==> src/logic/pmc_pkg.sv <==
// constants and carrier types for the power-mode and reset-cause controller
`default_nettype none
package pmc_pkg;

    localparam int unsigned ADDR_W = 8;
    localparam int unsigned DATA_W = 8;

    // register offsets on the special-function bus
    localparam logic [7:0] OFS_POWER_DOWN_CONTROL     = 8'ha4;
    localparam logic [7:0] OFS_OPERATING_MODE_CONTROL = 8'hae;
    localparam logic [7:0] OFS_RESET_CAUSE            = 8'hb1;

    // reset values
    localparam logic [7:0] RST_POWER_DOWN_CONTROL     = 8'h00;
    localparam logic [7:0] RST_OPERATING_MODE_CONTROL = 8'h00;
    localparam logic [2:0] RST_RESET_CAUSE            = 3'h0;

    // power_down_control fields
    localparam int unsigned PDC_WAKE_PIN_BIT  = 7;
    localparam int unsigned PDC_WAKE_TICK_BIT = 6;
    localparam int unsigned PDC_WAKE_CMP_BIT  = 5;
    localparam int unsigned PDC_MODE_LSB      = 0;
    localparam int unsigned PDC_MODE_W        = 3;

    // operating_mode_control fields
    localparam int unsigned OMC_PIN_POL_BIT  = 2;
    localparam int unsigned OMC_LATCH_BIT    = 1;
    localparam int unsigned OMC_WDOG_RST_BIT = 0;
    localparam logic [7:0]  OMC_WRITE_MASK   = 8'h07;

    // reset_cause fields
    localparam int unsigned RC_PIN_BIT  = 0;
    localparam int unsigned RC_WDOG_BIT = 1;

    // mode codes, shared by write and read-back
    localparam logic [2:0] MODE_ACTIVE     = 3'h0;
    localparam logic [2:0] MODE_DEEP_SLEEP = 3'h1;
    localparam logic [2:0] MODE_MEM_RET_TO = 3'h2;
    localparam logic [2:0] MODE_MEM_RET_TN = 3'h3;
    localparam logic [2:0] MODE_REG_RET    = 3'h4;
    localparam logic [2:0] MODE_RSVD_5     = 3'h5;
    localparam logic [2:0] MODE_RSVD_6     = 3'h6;
    localparam logic [2:0] MODE_STANDBY    = 3'h7;

    // number of wakeup pins; polarity is selectable on a subset of them
    localparam int unsigned WAKE_PINS = 16;

    typedef enum logic [1:0] {
        PMC_RUN,
        PMC_ASLEEP,
        PMC_WAKING
    } pmc_state_t;

    typedef struct packed {
        logic [ADDR_W-1:0] addr;
        logic [DATA_W-1:0] wdata;
        logic              wr;
        logic              rd;
    } pmc_bus_req_t;

    typedef struct packed {
        logic pin;
        logic tick;
        logic cmp;
    } pmc_wake_t;

    typedef struct packed {
        logic deep_sleep;
        logic mem_ret_timer_off;
        logic mem_ret_timer_on;
        logic reg_ret;
        logic standby;
    } pmc_mode_onehot_t;

endpackage : pmc_pkg
`default_nettype wire

==> src/logic/pmc_sync.sv <==
// two-flop synchroniser for a vector of asynchronous levels
`timescale 1ns/100ps
`default_nettype none
module pmc_sync #(
    parameter int unsigned WIDTH = 1
) (
    // clock, reset, enable
    input  wire logic             ref_clk,
    input  wire logic             sys_rst,
    input  wire logic             clk_en,
    // levels
    input  wire logic [WIDTH-1:0] async_in,
    output logic      [WIDTH-1:0] sync_out
);

    logic [WIDTH-1:0] stage1;
    logic [WIDTH-1:0] next_stage1;
    logic [WIDTH-1:0] next_sync_out;

    always_comb begin
        next_stage1   = stage1;
        next_sync_out = sync_out;
        if (sys_rst) begin
            next_stage1   = '0;
            next_sync_out = '0;
        end else if (clk_en) begin
            next_stage1   = async_in;
            next_sync_out = stage1;
        end
    end

    always_ff @(posedge ref_clk) begin
        stage1   <= next_stage1;
        sync_out <= next_sync_out;
    end

endmodule : pmc_sync
`default_nettype wire

==> src/logic/pmc_ctrl.sv <==
// power-mode and reset-cause control registers and sequencing
// Operation
// - mode write of 001-100 or 111 leaves active mode and enters the coded power-saving mode
// - decode 001 deep,010/011 memory retention,100 register retention,111 standby
// - mode field read returns previous power-down mode, 000 meaning power off
// - bit 7 flags the last wakeup came from a wakeup pin
// - bit 6 flags the last wakeup came from the timer tick
// - bit 5 flags the last wakeup came from the comparator
// - wakeup flags clear on a power-down control read or on entering any power-down mode
// - operating-mode bit 2 selects active-low polarity for a subset of wakeup pins
// - operating-mode bit 1 locks the retention latches; zero passes through
// - with bit 0 clear, watchdog runs in every mode but deepest sleep
// - with bit 0 set, watchdog held in reset in memory or register retention
// - generator, pin and watchdog resets all start the same reset sequence
// - reset cause bit 0 means pin reset, bit 1 watchdog, zero the generator
// - any write to reset cause clears every bit
// - reset cause bits accumulate until generator reset or a write
// - low-frequency clock is the roughly 32 kHz clock chosen elsewhere
`timescale 1ns/100ps
`default_nettype none
module pmc_ctrl
    import pmc_pkg::*;
#(
    parameter int unsigned NUM_WAKE_PINS = WAKE_PINS,
    parameter logic [NUM_WAKE_PINS-1:0] POL_SELECTABLE = 16'h0044
) (
    // clock, reset, enable
    input  wire logic                     ref_clk,
    input  wire logic                     sys_rst,
    input  wire logic                     clk_en,
    // register port
    input  wire logic [ADDR_W-1:0]        reg_addr,
    input  wire logic [DATA_W-1:0]        reg_wdata,
    input  wire logic                     reg_wr,
    input  wire logic                     reg_rd,
    output logic      [DATA_W-1:0]        reg_rdata,
    // reset sources, asynchronous levels
    input  wire logic                     por_reset_req,
    input  wire logic                     pin_reset_req,
    input  wire logic                     wdog_reset_req,
    // wakeup events from outside the clock domain
    input  wire logic [NUM_WAKE_PINS-1:0] wake_pins_raw,
    input  wire logic [NUM_WAKE_PINS-1:0] wake_pin_enable,
    input  wire logic                     wake_tick,
    input  wire logic                     wake_cmp,
    // power and system control
    output logic                          chip_reset,
    output logic [2:0]                    power_mode,
    output logic                          in_power_down,
    output logic                          mcu_clk_stop,
    output logic                          retention_latch_lock,
    output logic                          wdog_hold_reset,
    output logic                          wdog_power_off,
    output logic [NUM_WAKE_PINS-1:0]      wake_pins_active
);

    // decoding shared by write path and status
    function automatic logic mode_is_power_down(input logic [2:0] code);
        return (code != MODE_ACTIVE) && (code != MODE_RSVD_5) && (code != MODE_RSVD_6);
    endfunction

    function automatic logic mode_is_retention(input logic [2:0] code);
        return (code == MODE_MEM_RET_TO) || (code == MODE_MEM_RET_TN)
            || (code == MODE_REG_RET);
    endfunction

    // synchronised external levels
    localparam int unsigned SYNC_W = NUM_WAKE_PINS + 5;
    logic [SYNC_W-1:0] sync_q;
    logic [NUM_WAKE_PINS-1:0] pins_s;
    logic tick_s, cmp_s, por_s, pin_rst_s, wdog_rst_s;

    pmc_sync #(
        .WIDTH (SYNC_W)
    ) u_sync (
        .ref_clk  (ref_clk),
        .sys_rst  (sys_rst),
        .clk_en   (clk_en),
        .async_in ({wake_pins_raw, wake_tick, wake_cmp,
                    por_reset_req, pin_reset_req, wdog_reset_req}),
        .sync_out (sync_q)
    );

    assign pins_s     = sync_q[SYNC_W-1:5];
    assign tick_s     = sync_q[4];
    assign cmp_s      = sync_q[3];
    assign por_s      = sync_q[2];
    assign pin_rst_s  = sync_q[1];
    assign wdog_rst_s = sync_q[0];

    pmc_bus_req_t req;
    assign req = '{addr: reg_addr, wdata: reg_wdata, wr: reg_wr, rd: reg_rd};

    logic hit_pdc, hit_omc, hit_rc;
    assign hit_pdc = (req.addr == OFS_POWER_DOWN_CONTROL);
    assign hit_omc = (req.addr == OFS_OPERATING_MODE_CONTROL);
    assign hit_rc  = (req.addr == OFS_RESET_CAUSE);

    // polarity selection of wakeup pins
    logic [NUM_WAKE_PINS-1:0] pin_level;
    logic [7:0] omc;
    genvar gi;
    generate
        for (gi = 0; gi < NUM_WAKE_PINS; gi++) begin : g_pol
            assign pin_level[gi] = (POL_SELECTABLE[gi] && omc[OMC_PIN_POL_BIT])
                                   ? ~pins_s[gi] : pins_s[gi];
        end
    endgenerate

    logic pin_wake;
    assign pin_wake = |(pin_level & wake_pin_enable);

    // state
    pmc_state_t state, next_state;
    logic [2:0] cur_mode, next_cur_mode;
    logic [2:0] prev_mode, next_prev_mode;
    logic [7:0] next_omc;
    pmc_wake_t  wake_flags, next_wake_flags;
    logic [2:0] rc, next_rc;
    logic       any_rst_q, next_any_rst_q;
    logic [DATA_W-1:0] next_rdata;
    pmc_wake_t  wake_ev;
    logic       any_rst;

    assign wake_ev = '{pin: pin_wake, tick: tick_s, cmp: cmp_s};
    // all sources funnel into one reset so start-up is identical
    assign any_rst = por_s | pin_rst_s | wdog_rst_s;

    always_comb begin
        next_state      = state;
        next_cur_mode   = cur_mode;
        next_prev_mode  = prev_mode;
        next_omc        = omc;
        next_wake_flags = wake_flags;
        next_rc         = rc;
        next_any_rst_q  = any_rst;
        next_rdata      = '0;
        if (clk_en) begin
            // reads answer one cycle later; a power-down control read clears wakeup flags
            if (req.rd) begin
                if (hit_pdc) begin
                    next_rdata = {wake_flags.pin, wake_flags.tick, wake_flags.cmp,
                                  2'b00, prev_mode};
                    next_wake_flags = '0;
                end else if (hit_omc) begin
                    next_rdata = omc;
                end else if (hit_rc) begin
                    next_rdata = {5'b00000, rc};
                end
            end
            if (req.wr && hit_omc) begin
                next_omc = req.wdata & OMC_WRITE_MASK;
            end
            case (state)
                PMC_RUN: begin
                    if (req.wr && hit_pdc) begin
                        if (mode_is_power_down(req.wdata[2:0])) begin
                            next_cur_mode   = req.wdata[2:0];
                            next_wake_flags = '0;
                            next_state      = PMC_ASLEEP;
                        end else begin
                            next_cur_mode = MODE_ACTIVE;
                        end
                    end
                end
                PMC_ASLEEP: begin
                    if (|wake_ev) begin
                        next_wake_flags = wake_ev;
                        next_state      = PMC_WAKING;
                    end
                end
                PMC_WAKING: begin
                    next_prev_mode = cur_mode;
                    next_cur_mode  = MODE_ACTIVE;
                    next_state     = PMC_RUN;
                end
                default: begin
                    next_state = PMC_RUN;
                end
            endcase
            // write clears, then new reset causes set on top
            if (req.wr && hit_rc) begin
                next_rc = RST_RESET_CAUSE;
            end
            if (pin_rst_s) begin
                next_rc[RC_PIN_BIT] = 1'b1;
            end
            if (wdog_rst_s) begin
                next_rc[RC_WDOG_BIT] = 1'b1;
            end
            // a generator reset wipes history; an external reset keeps it
            if (por_s) begin
                next_rc = RST_RESET_CAUSE;
            end
            if (any_rst) begin
                next_state      = PMC_RUN;
                next_cur_mode   = MODE_ACTIVE;
                next_prev_mode  = MODE_ACTIVE;
                next_omc        = RST_OPERATING_MODE_CONTROL;
                next_wake_flags = '0;
            end
        end else begin
            // a frozen cycle keeps the read data as well
            next_any_rst_q = any_rst_q;
            next_rdata     = reg_rdata;
        end
    end

    always_ff @(posedge ref_clk) begin
        if (sys_rst) begin
            state      <= PMC_RUN;
            cur_mode   <= MODE_ACTIVE;
            prev_mode  <= MODE_ACTIVE;
            omc        <= RST_OPERATING_MODE_CONTROL;
            wake_flags <= '0;
            rc         <= RST_RESET_CAUSE;
            any_rst_q  <= 1'b0;
            reg_rdata  <= '0;
        end else begin
            state      <= next_state;
            cur_mode   <= next_cur_mode;
            prev_mode  <= next_prev_mode;
            omc        <= next_omc;
            wake_flags <= next_wake_flags;
            rc         <= next_rc;
            any_rst_q  <= next_any_rst_q;
            reg_rdata  <= next_rdata;
        end
    end

    // outputs
    logic asleep;
    assign asleep           = (state == PMC_ASLEEP);
    assign chip_reset       = any_rst_q;
    assign power_mode       = asleep ? cur_mode : MODE_ACTIVE;
    assign in_power_down    = asleep;
    assign mcu_clk_stop     = asleep && (cur_mode == MODE_STANDBY);
    assign retention_latch_lock = omc[OMC_LATCH_BIT];
    // hold watchdog in reset through retention only when enabled
    assign wdog_hold_reset  = asleep && omc[OMC_WDOG_RST_BIT]
                              && mode_is_retention(cur_mode);
    // deepest sleep removes watchdog power regardless of the enable
    assign wdog_power_off   = asleep && (cur_mode == MODE_DEEP_SLEEP);
    assign wake_pins_active = pin_level;

endmodule : pmc_ctrl
`default_nettype wire

==> config.mk <==
export PLATFORM = sky130hd
export DESIGN_NAME = pmc_ctrl
export DESIGN_NICKNAME = d
export VERILOG_FILES = /design/src/logic/pmc_pkg.sv /design/src/logic/pmc_sync.sv /design/src/logic/pmc_ctrl.sv
export SDC_FILE = /design/constraint.sdc
export NUM_CORES = 1
export LEC_CHECK = 0
export BUFFER_PORTS_ARGS = -buffer_cell sky130_fd_sc_hd__buf_2
export CAP_MARGIN = 20
export CORE_MARGIN = 2
export CORE_UTILIZATION = 45
export DETAILED_ROUTE_END_ITERATION = 10
export GPL_TIMING_DRIVEN = 0
export PLACE_DENSITY = 0.83
export SYNTH_ARGS = -nofsm -noshare
export SYNTH_HDL_FRONTEND = slang
export SYNTH_SLANG_ARGS = --single-unit
==> constraint.sdc <==
create_clock -name ref_clk -period 1.4 [get_ports ref_clk]
set_input_delay 0.07 -clock ref_clk [delete_from_list [all_inputs] [get_ports ref_clk]]
set_output_delay 0.07 -clock ref_clk [all_outputs]
set_load 0.005 [all_outputs]
==> results.rst <==
.. list-table::
   :header-rows: 1

   * - Metric
     - Value
   * - Post-synthesis register bit count
     - 65
   * - Via total after detailed routing
     - between 2000 and 3000
   * - Static leakage
     - around 1.9 nW
   * - Crit Path Max Fanout
     - 4
   * - Critical Path Source
     - u_sync.sync_out[10]
   * - Mux contribution to synthesized area
     - 15.1%
   * - Tmin final
     - roughly 1.5 ns
   * - Proportion of synthesized flip-flops having asynchronous set or reset
     - 0%
   * - Highest clock frequency the design can meet
     - slightly below 700 MHz
   * - Post-detailed-route wirelength per cell
     - ~15 um
   * - Violations in the final reports
     - negative setup slack
   * - DRC violation count after routing
     - 0
   * - Global-route wire length before repair
     - 13.2 mm
   * - Combinational family with the most area after synthesis
     - simple AND/OR/NAND/NOR gates
   * - Final cycle utilization of the critical path
     - 104%
   * - Worst min-delay path category
     - in2reg
   * - Number of H-tree levels
     - 3
   * - Via-to-Cell Ratio
     - around 5.4
   * - R2R Setup Slk
     - -0.05 ns
   * - Total count of hold-check failures in the final report
     - 0
   * - Run status
     - finished with violations
   * - CTS tree
     - yes
   * - Library cell used as clock root buffer
     - sky130_fd_sc_hd__clkbuf_8
   * - Most frequent cells in the layout
     - sky130_fd_sc_hd__buf_2 (85), sky130_fd_sc_hd__nor2_1 (61), sky130_fd_sc_hd__dfxtp_1 (46), sky130_fd_sc_hd__mux2i_1 (45), sky130_fd_sc_hd__buf_4 (22)
   * - Port-buffer cells
     - 82
   * - Count of flip-flops with a built-in enable after synthesis
     - 0
   * - Nets
     - 512
   * - Number of failing setup endpoints in the final timing report
     - 5
   * - Critical path capture point type
     - register
   * - Clock skew
     - 0.00638 ns
   * - Max IR drop VDD
     - approximately 0.84 mV
   * - Fraction of final layout cells with drive strength greater than 1
     - between 30% and 40%
   * - Initial core utilization
     - 46.8%
   * - Share of the synthesized area in compound gates (AO/OA/AOI/OAI)
     - 11.2%
   * - Pin count of the biggest net entering global routing
     - 13
   * - Worst setup slack after layout
     - -0.0536 ns
   * - Clock Pin Slew Worst Setup and Hold Paths
     - around 0.08 ns
   * - Cell row count
     - 29
   * - HP Start
     - wake_pins_raw[4]
   * - Dominant cells by area after synthesis
     - sky130_fd_sc_hd__dfxtp_1 (43%), sky130_fd_sc_hd__mux2i_1 (15%), sky130_fd_sc_hd__nor2_1 (7.7%), sky130_fd_sc_hd__buf_4 (4.0%), sky130_fd_sc_hd__a22oi_1 (3.8%)
   * - Instance count after placement with tap cells included
     - ~500
   * - Clock sinks
     - 65
   * - Maximum count of clock buffers along a single path
     - 2
   * - Data arrival at the endpoint of the critical path
     - 1.72 ns
   * - Number of nets with antenna violations after routing
     - 0
   * - Most common cell after layout, fill and taps aside
     - sky130_fd_sc_hd__buf_2
   * - Total congestion overflow
     - 0
   * - Number of pins with negative max-slew slack in the final report
     - 0
   * - Non-filler instance count after layout
     - approximately 540
   * - Slowest cell delay on critical path
     - 0.43 ns
   * - Yosys warning count
     - 0
   * - Total inserted antenna cells
     - 0
   * - All-layer global routing usage
     - 22.8%
   * - Required time of the critical path
     - roughly 1.7 ns
   * - Reported max-cap violation count
     - 0
   * - Insertion delay of the later-clocked pin in the worst-skew pair
     - 0.35 ns
   * - Critical Path, Cell by Cell
     - a22oi_2, nand4_1, nor4_4, nand3_1, a31oi_1
   * - Power density over the cells
     - 1020 nW/um^2
   * - Die X-Extent
     - 85.5 um
   * - Part of the Yosys area used for sequential elements
     - between 40% and 50%
   * - Predominant post-synthesis flop cell
     - sky130_fd_sc_hd__dfxtp_1
   * - Number of primary I/O pins
     - approximately 90
   * - CP Buf/Inv Count
     - 0
   * - Synth Area in Adders
     - 0%
   * - Initial antenna violation count
     - 0
   * - CP Launch Type
     - register
   * - R2r startpoint
     - u_sync.sync_out[10]
   * - Synthesized-area fraction occupied by and/or/nand/nor cells
     - between 20% and 30%
   * - Slowest CP cell
     - sky130_fd_sc_hd__nor4_4
   * - Slew HR
     - a little over three fifths
   * - Unrepaired setup endpoints after global routing
     - true
   * - Number of iterations in the first detailed-routing pass
     - 5
   * - Total half-perimeter wirelength after legalization and detailed placement
     - between 5 and 6 mm
   * - Weighted congestion at the end of routability-driven global placement
     - about 0.81
   * - Number of DRC markers after the initial detailed-route iteration
     - between 150 and 200
   * - Number of inserted filler cells in the final layout
     - 541
   * - Floorplan die height
     - ~86 um
   * - Area growth syn-to-layout
     - 39.2%
   * - Biggest area consumer among synthesized cells
     - sky130_fd_sc_hd__dfxtp_1
   * - Area of the core
     - 6390 sq um
   * - Xor and xnor fraction of the mapped netlist area
     - less than 1%
   * - Share of the synthesized area in the top cell type
     - approximately 43%
   * - Post-synthesis instance total
     - between 300 and 400
   * - Drt total wl
     - between 8 and 9 mm
   * - CP delay by family, top
     - simple AND/OR/NAND/NOR gates
   * - Cell variety after synth
     - 39
   * - Area of the die
     - between 7000 and 8000 sq um
   * - Total CTS buffers
     - 9
   * - Worst slew pin tran
     - around 0.55 ns
   * - Category of the most critical setup path
     - reg2reg
   * - Final setup TNS
     - -0.148 ns
   * - Mean instance size in the synthesized netlist
     - about 9 sq um
   * - Number of global-route vias before repair
     - 2818
   * - Mapped Area
     - ~3000 sq um
-- where the power goes --
group          internal (mW)  leakage [nW]  switching, mW
Combinational          0.267          1.26          0.267
Sequential              1.91         0.540         0.0537
Clock                   1.01         0.103          0.760
-- layer usage --
layer  routed length, um  vias to the layer above  GRT usage [%]
met1                3350                     1332           28.1
li1                    -                     1403              -
met5                   0                        -              0
met4                 216                        0           10.2
met2                3980                      124           39.3
met3                 495                       28           3.46
-- Yosys cell counts (3+ instances only) --
cell / count
sky130_fd_sc_hd__dfxtp_1: 65
sky130_fd_sc_hd__a22oi_1: 15
sky130_fd_sc_hd__buf_2: 5
sky130_fd_sc_hd__o21ai_0: 9
sky130_fd_sc_hd__xor2_1: 3
sky130_fd_sc_hd__clkbuf_1: 6
sky130_fd_sc_hd__nor2_1: 61
sky130_fd_sc_hd__buf_4: 16
sky130_fd_sc_hd__nand2_1: 21
sky130_fd_sc_hd__mux2i_1: 45
sky130_fd_sc_hd__buf_1: 4
sky130_fd_sc_hd__nand2b_1: 8
sky130_fd_sc_hd__nand3_1: 6
sky130_fd_sc_hd__a21oi_1: 10
sky130_fd_sc_hd__nand4_1: 5
sky130_fd_sc_hd__a31oi_1: 4
sky130_fd_sc_hd__nor4_1: 3
sky130_fd_sc_hd__and2_1: 5
sky130_fd_sc_hd__or3_1: 3
sky130_fd_sc_hd__nor3_1: 9
sky130_fd_sc_hd__inv_1: 4
sky130_fd_sc_hd__nor2b_1: 3
-- metrics by stage --
stage                     hold WS (ns)  utilization [%]  setup WS [ns]  instance area [sq um]  total power, mW
after floorplan                  0.217                -         0.0102                   3000             2.26
after global placement           0.306             54.9         -0.333                   3510             2.43
after detailed placement         0.313             54.9         -0.343                   3510             2.44
after CTS                     0.000773             63.5        -0.0991                   4060             4.27
after global routing           0.00356             65.2        -0.0991                   4170             4.41
final                           0.0237             65.2        -0.0536                   4170             4.27
-- worst register-to-register path: stages, from the launching register on --
cell and delay, ns:
sky130_fd_sc_hd__dfxtp_4 0.36, sky130_fd_sc_hd__a22oi_2 0.16, sky130_fd_sc_hd__nand4_1 0.17, sky130_fd_sc_hd__nor4_4 0.43, sky130_fd_sc_hd__nand3_1 0.12, sky130_fd_sc_hd__a31oi_1 0.13
-- path summary, 6_finish.rpt --
kind                            cells after the start          endpoint
worst max-delay path                                5          state[0]
worst min-delay path                                3  u_sync.stage1[9]
worst min register to register                      2      reg_rdata[1]
worst max register to register                      5          state[0]
-- final cells by class --
| class | instances | area, sq um | area share (%) |
|---|---|---|---|
| Buffer | 31 | 190 | 4.57 |
| Clock buffer | 10 | 128 | 3.06 |
| Clock inverter | 6 | 92.6 | 2.22 |
| Inverter | 4 | 17.5 | 0.421 |
| Multi-Input combinational cell | 235 | 1640 | 39.4 |
| Sequential cell | 65 | 1330 | 32.0 |
| Tap cell | 77 | 96.3 | 2.31 |
| Timing Repair Buffer | 108 | 668 | 16.0 |
-- logic make-up after synthesis --
kind of cell | Yosys count
mux | 45
simple gates | 138
flops | 65
xor+xnor | 3
compound gates | 47
other cells | 1
buf+inv | 36
-- state kept, by name (all words and copies together), names as in the netlist --
register and flops:
chip_reset 1, cur_mode 3, omc 3, prev_mode 3, rc 2, reg_rdata 6
state 2, u_sync.stage1 21, u_sync.sync_out 21, wake_flags 3
-- what timing repair did --
action / 4_1_cts / 5_1_grt
buffers inserted: 2 / 4
endpoints found under the setup margin: 18 / 13
resized for setup: 27 / 26
hold buffers: 20 / 0
hold endpoints to repair: 20 / 0
pin swaps: 11 / 15
Note: power is estimated with default switching activity, not from simulation.
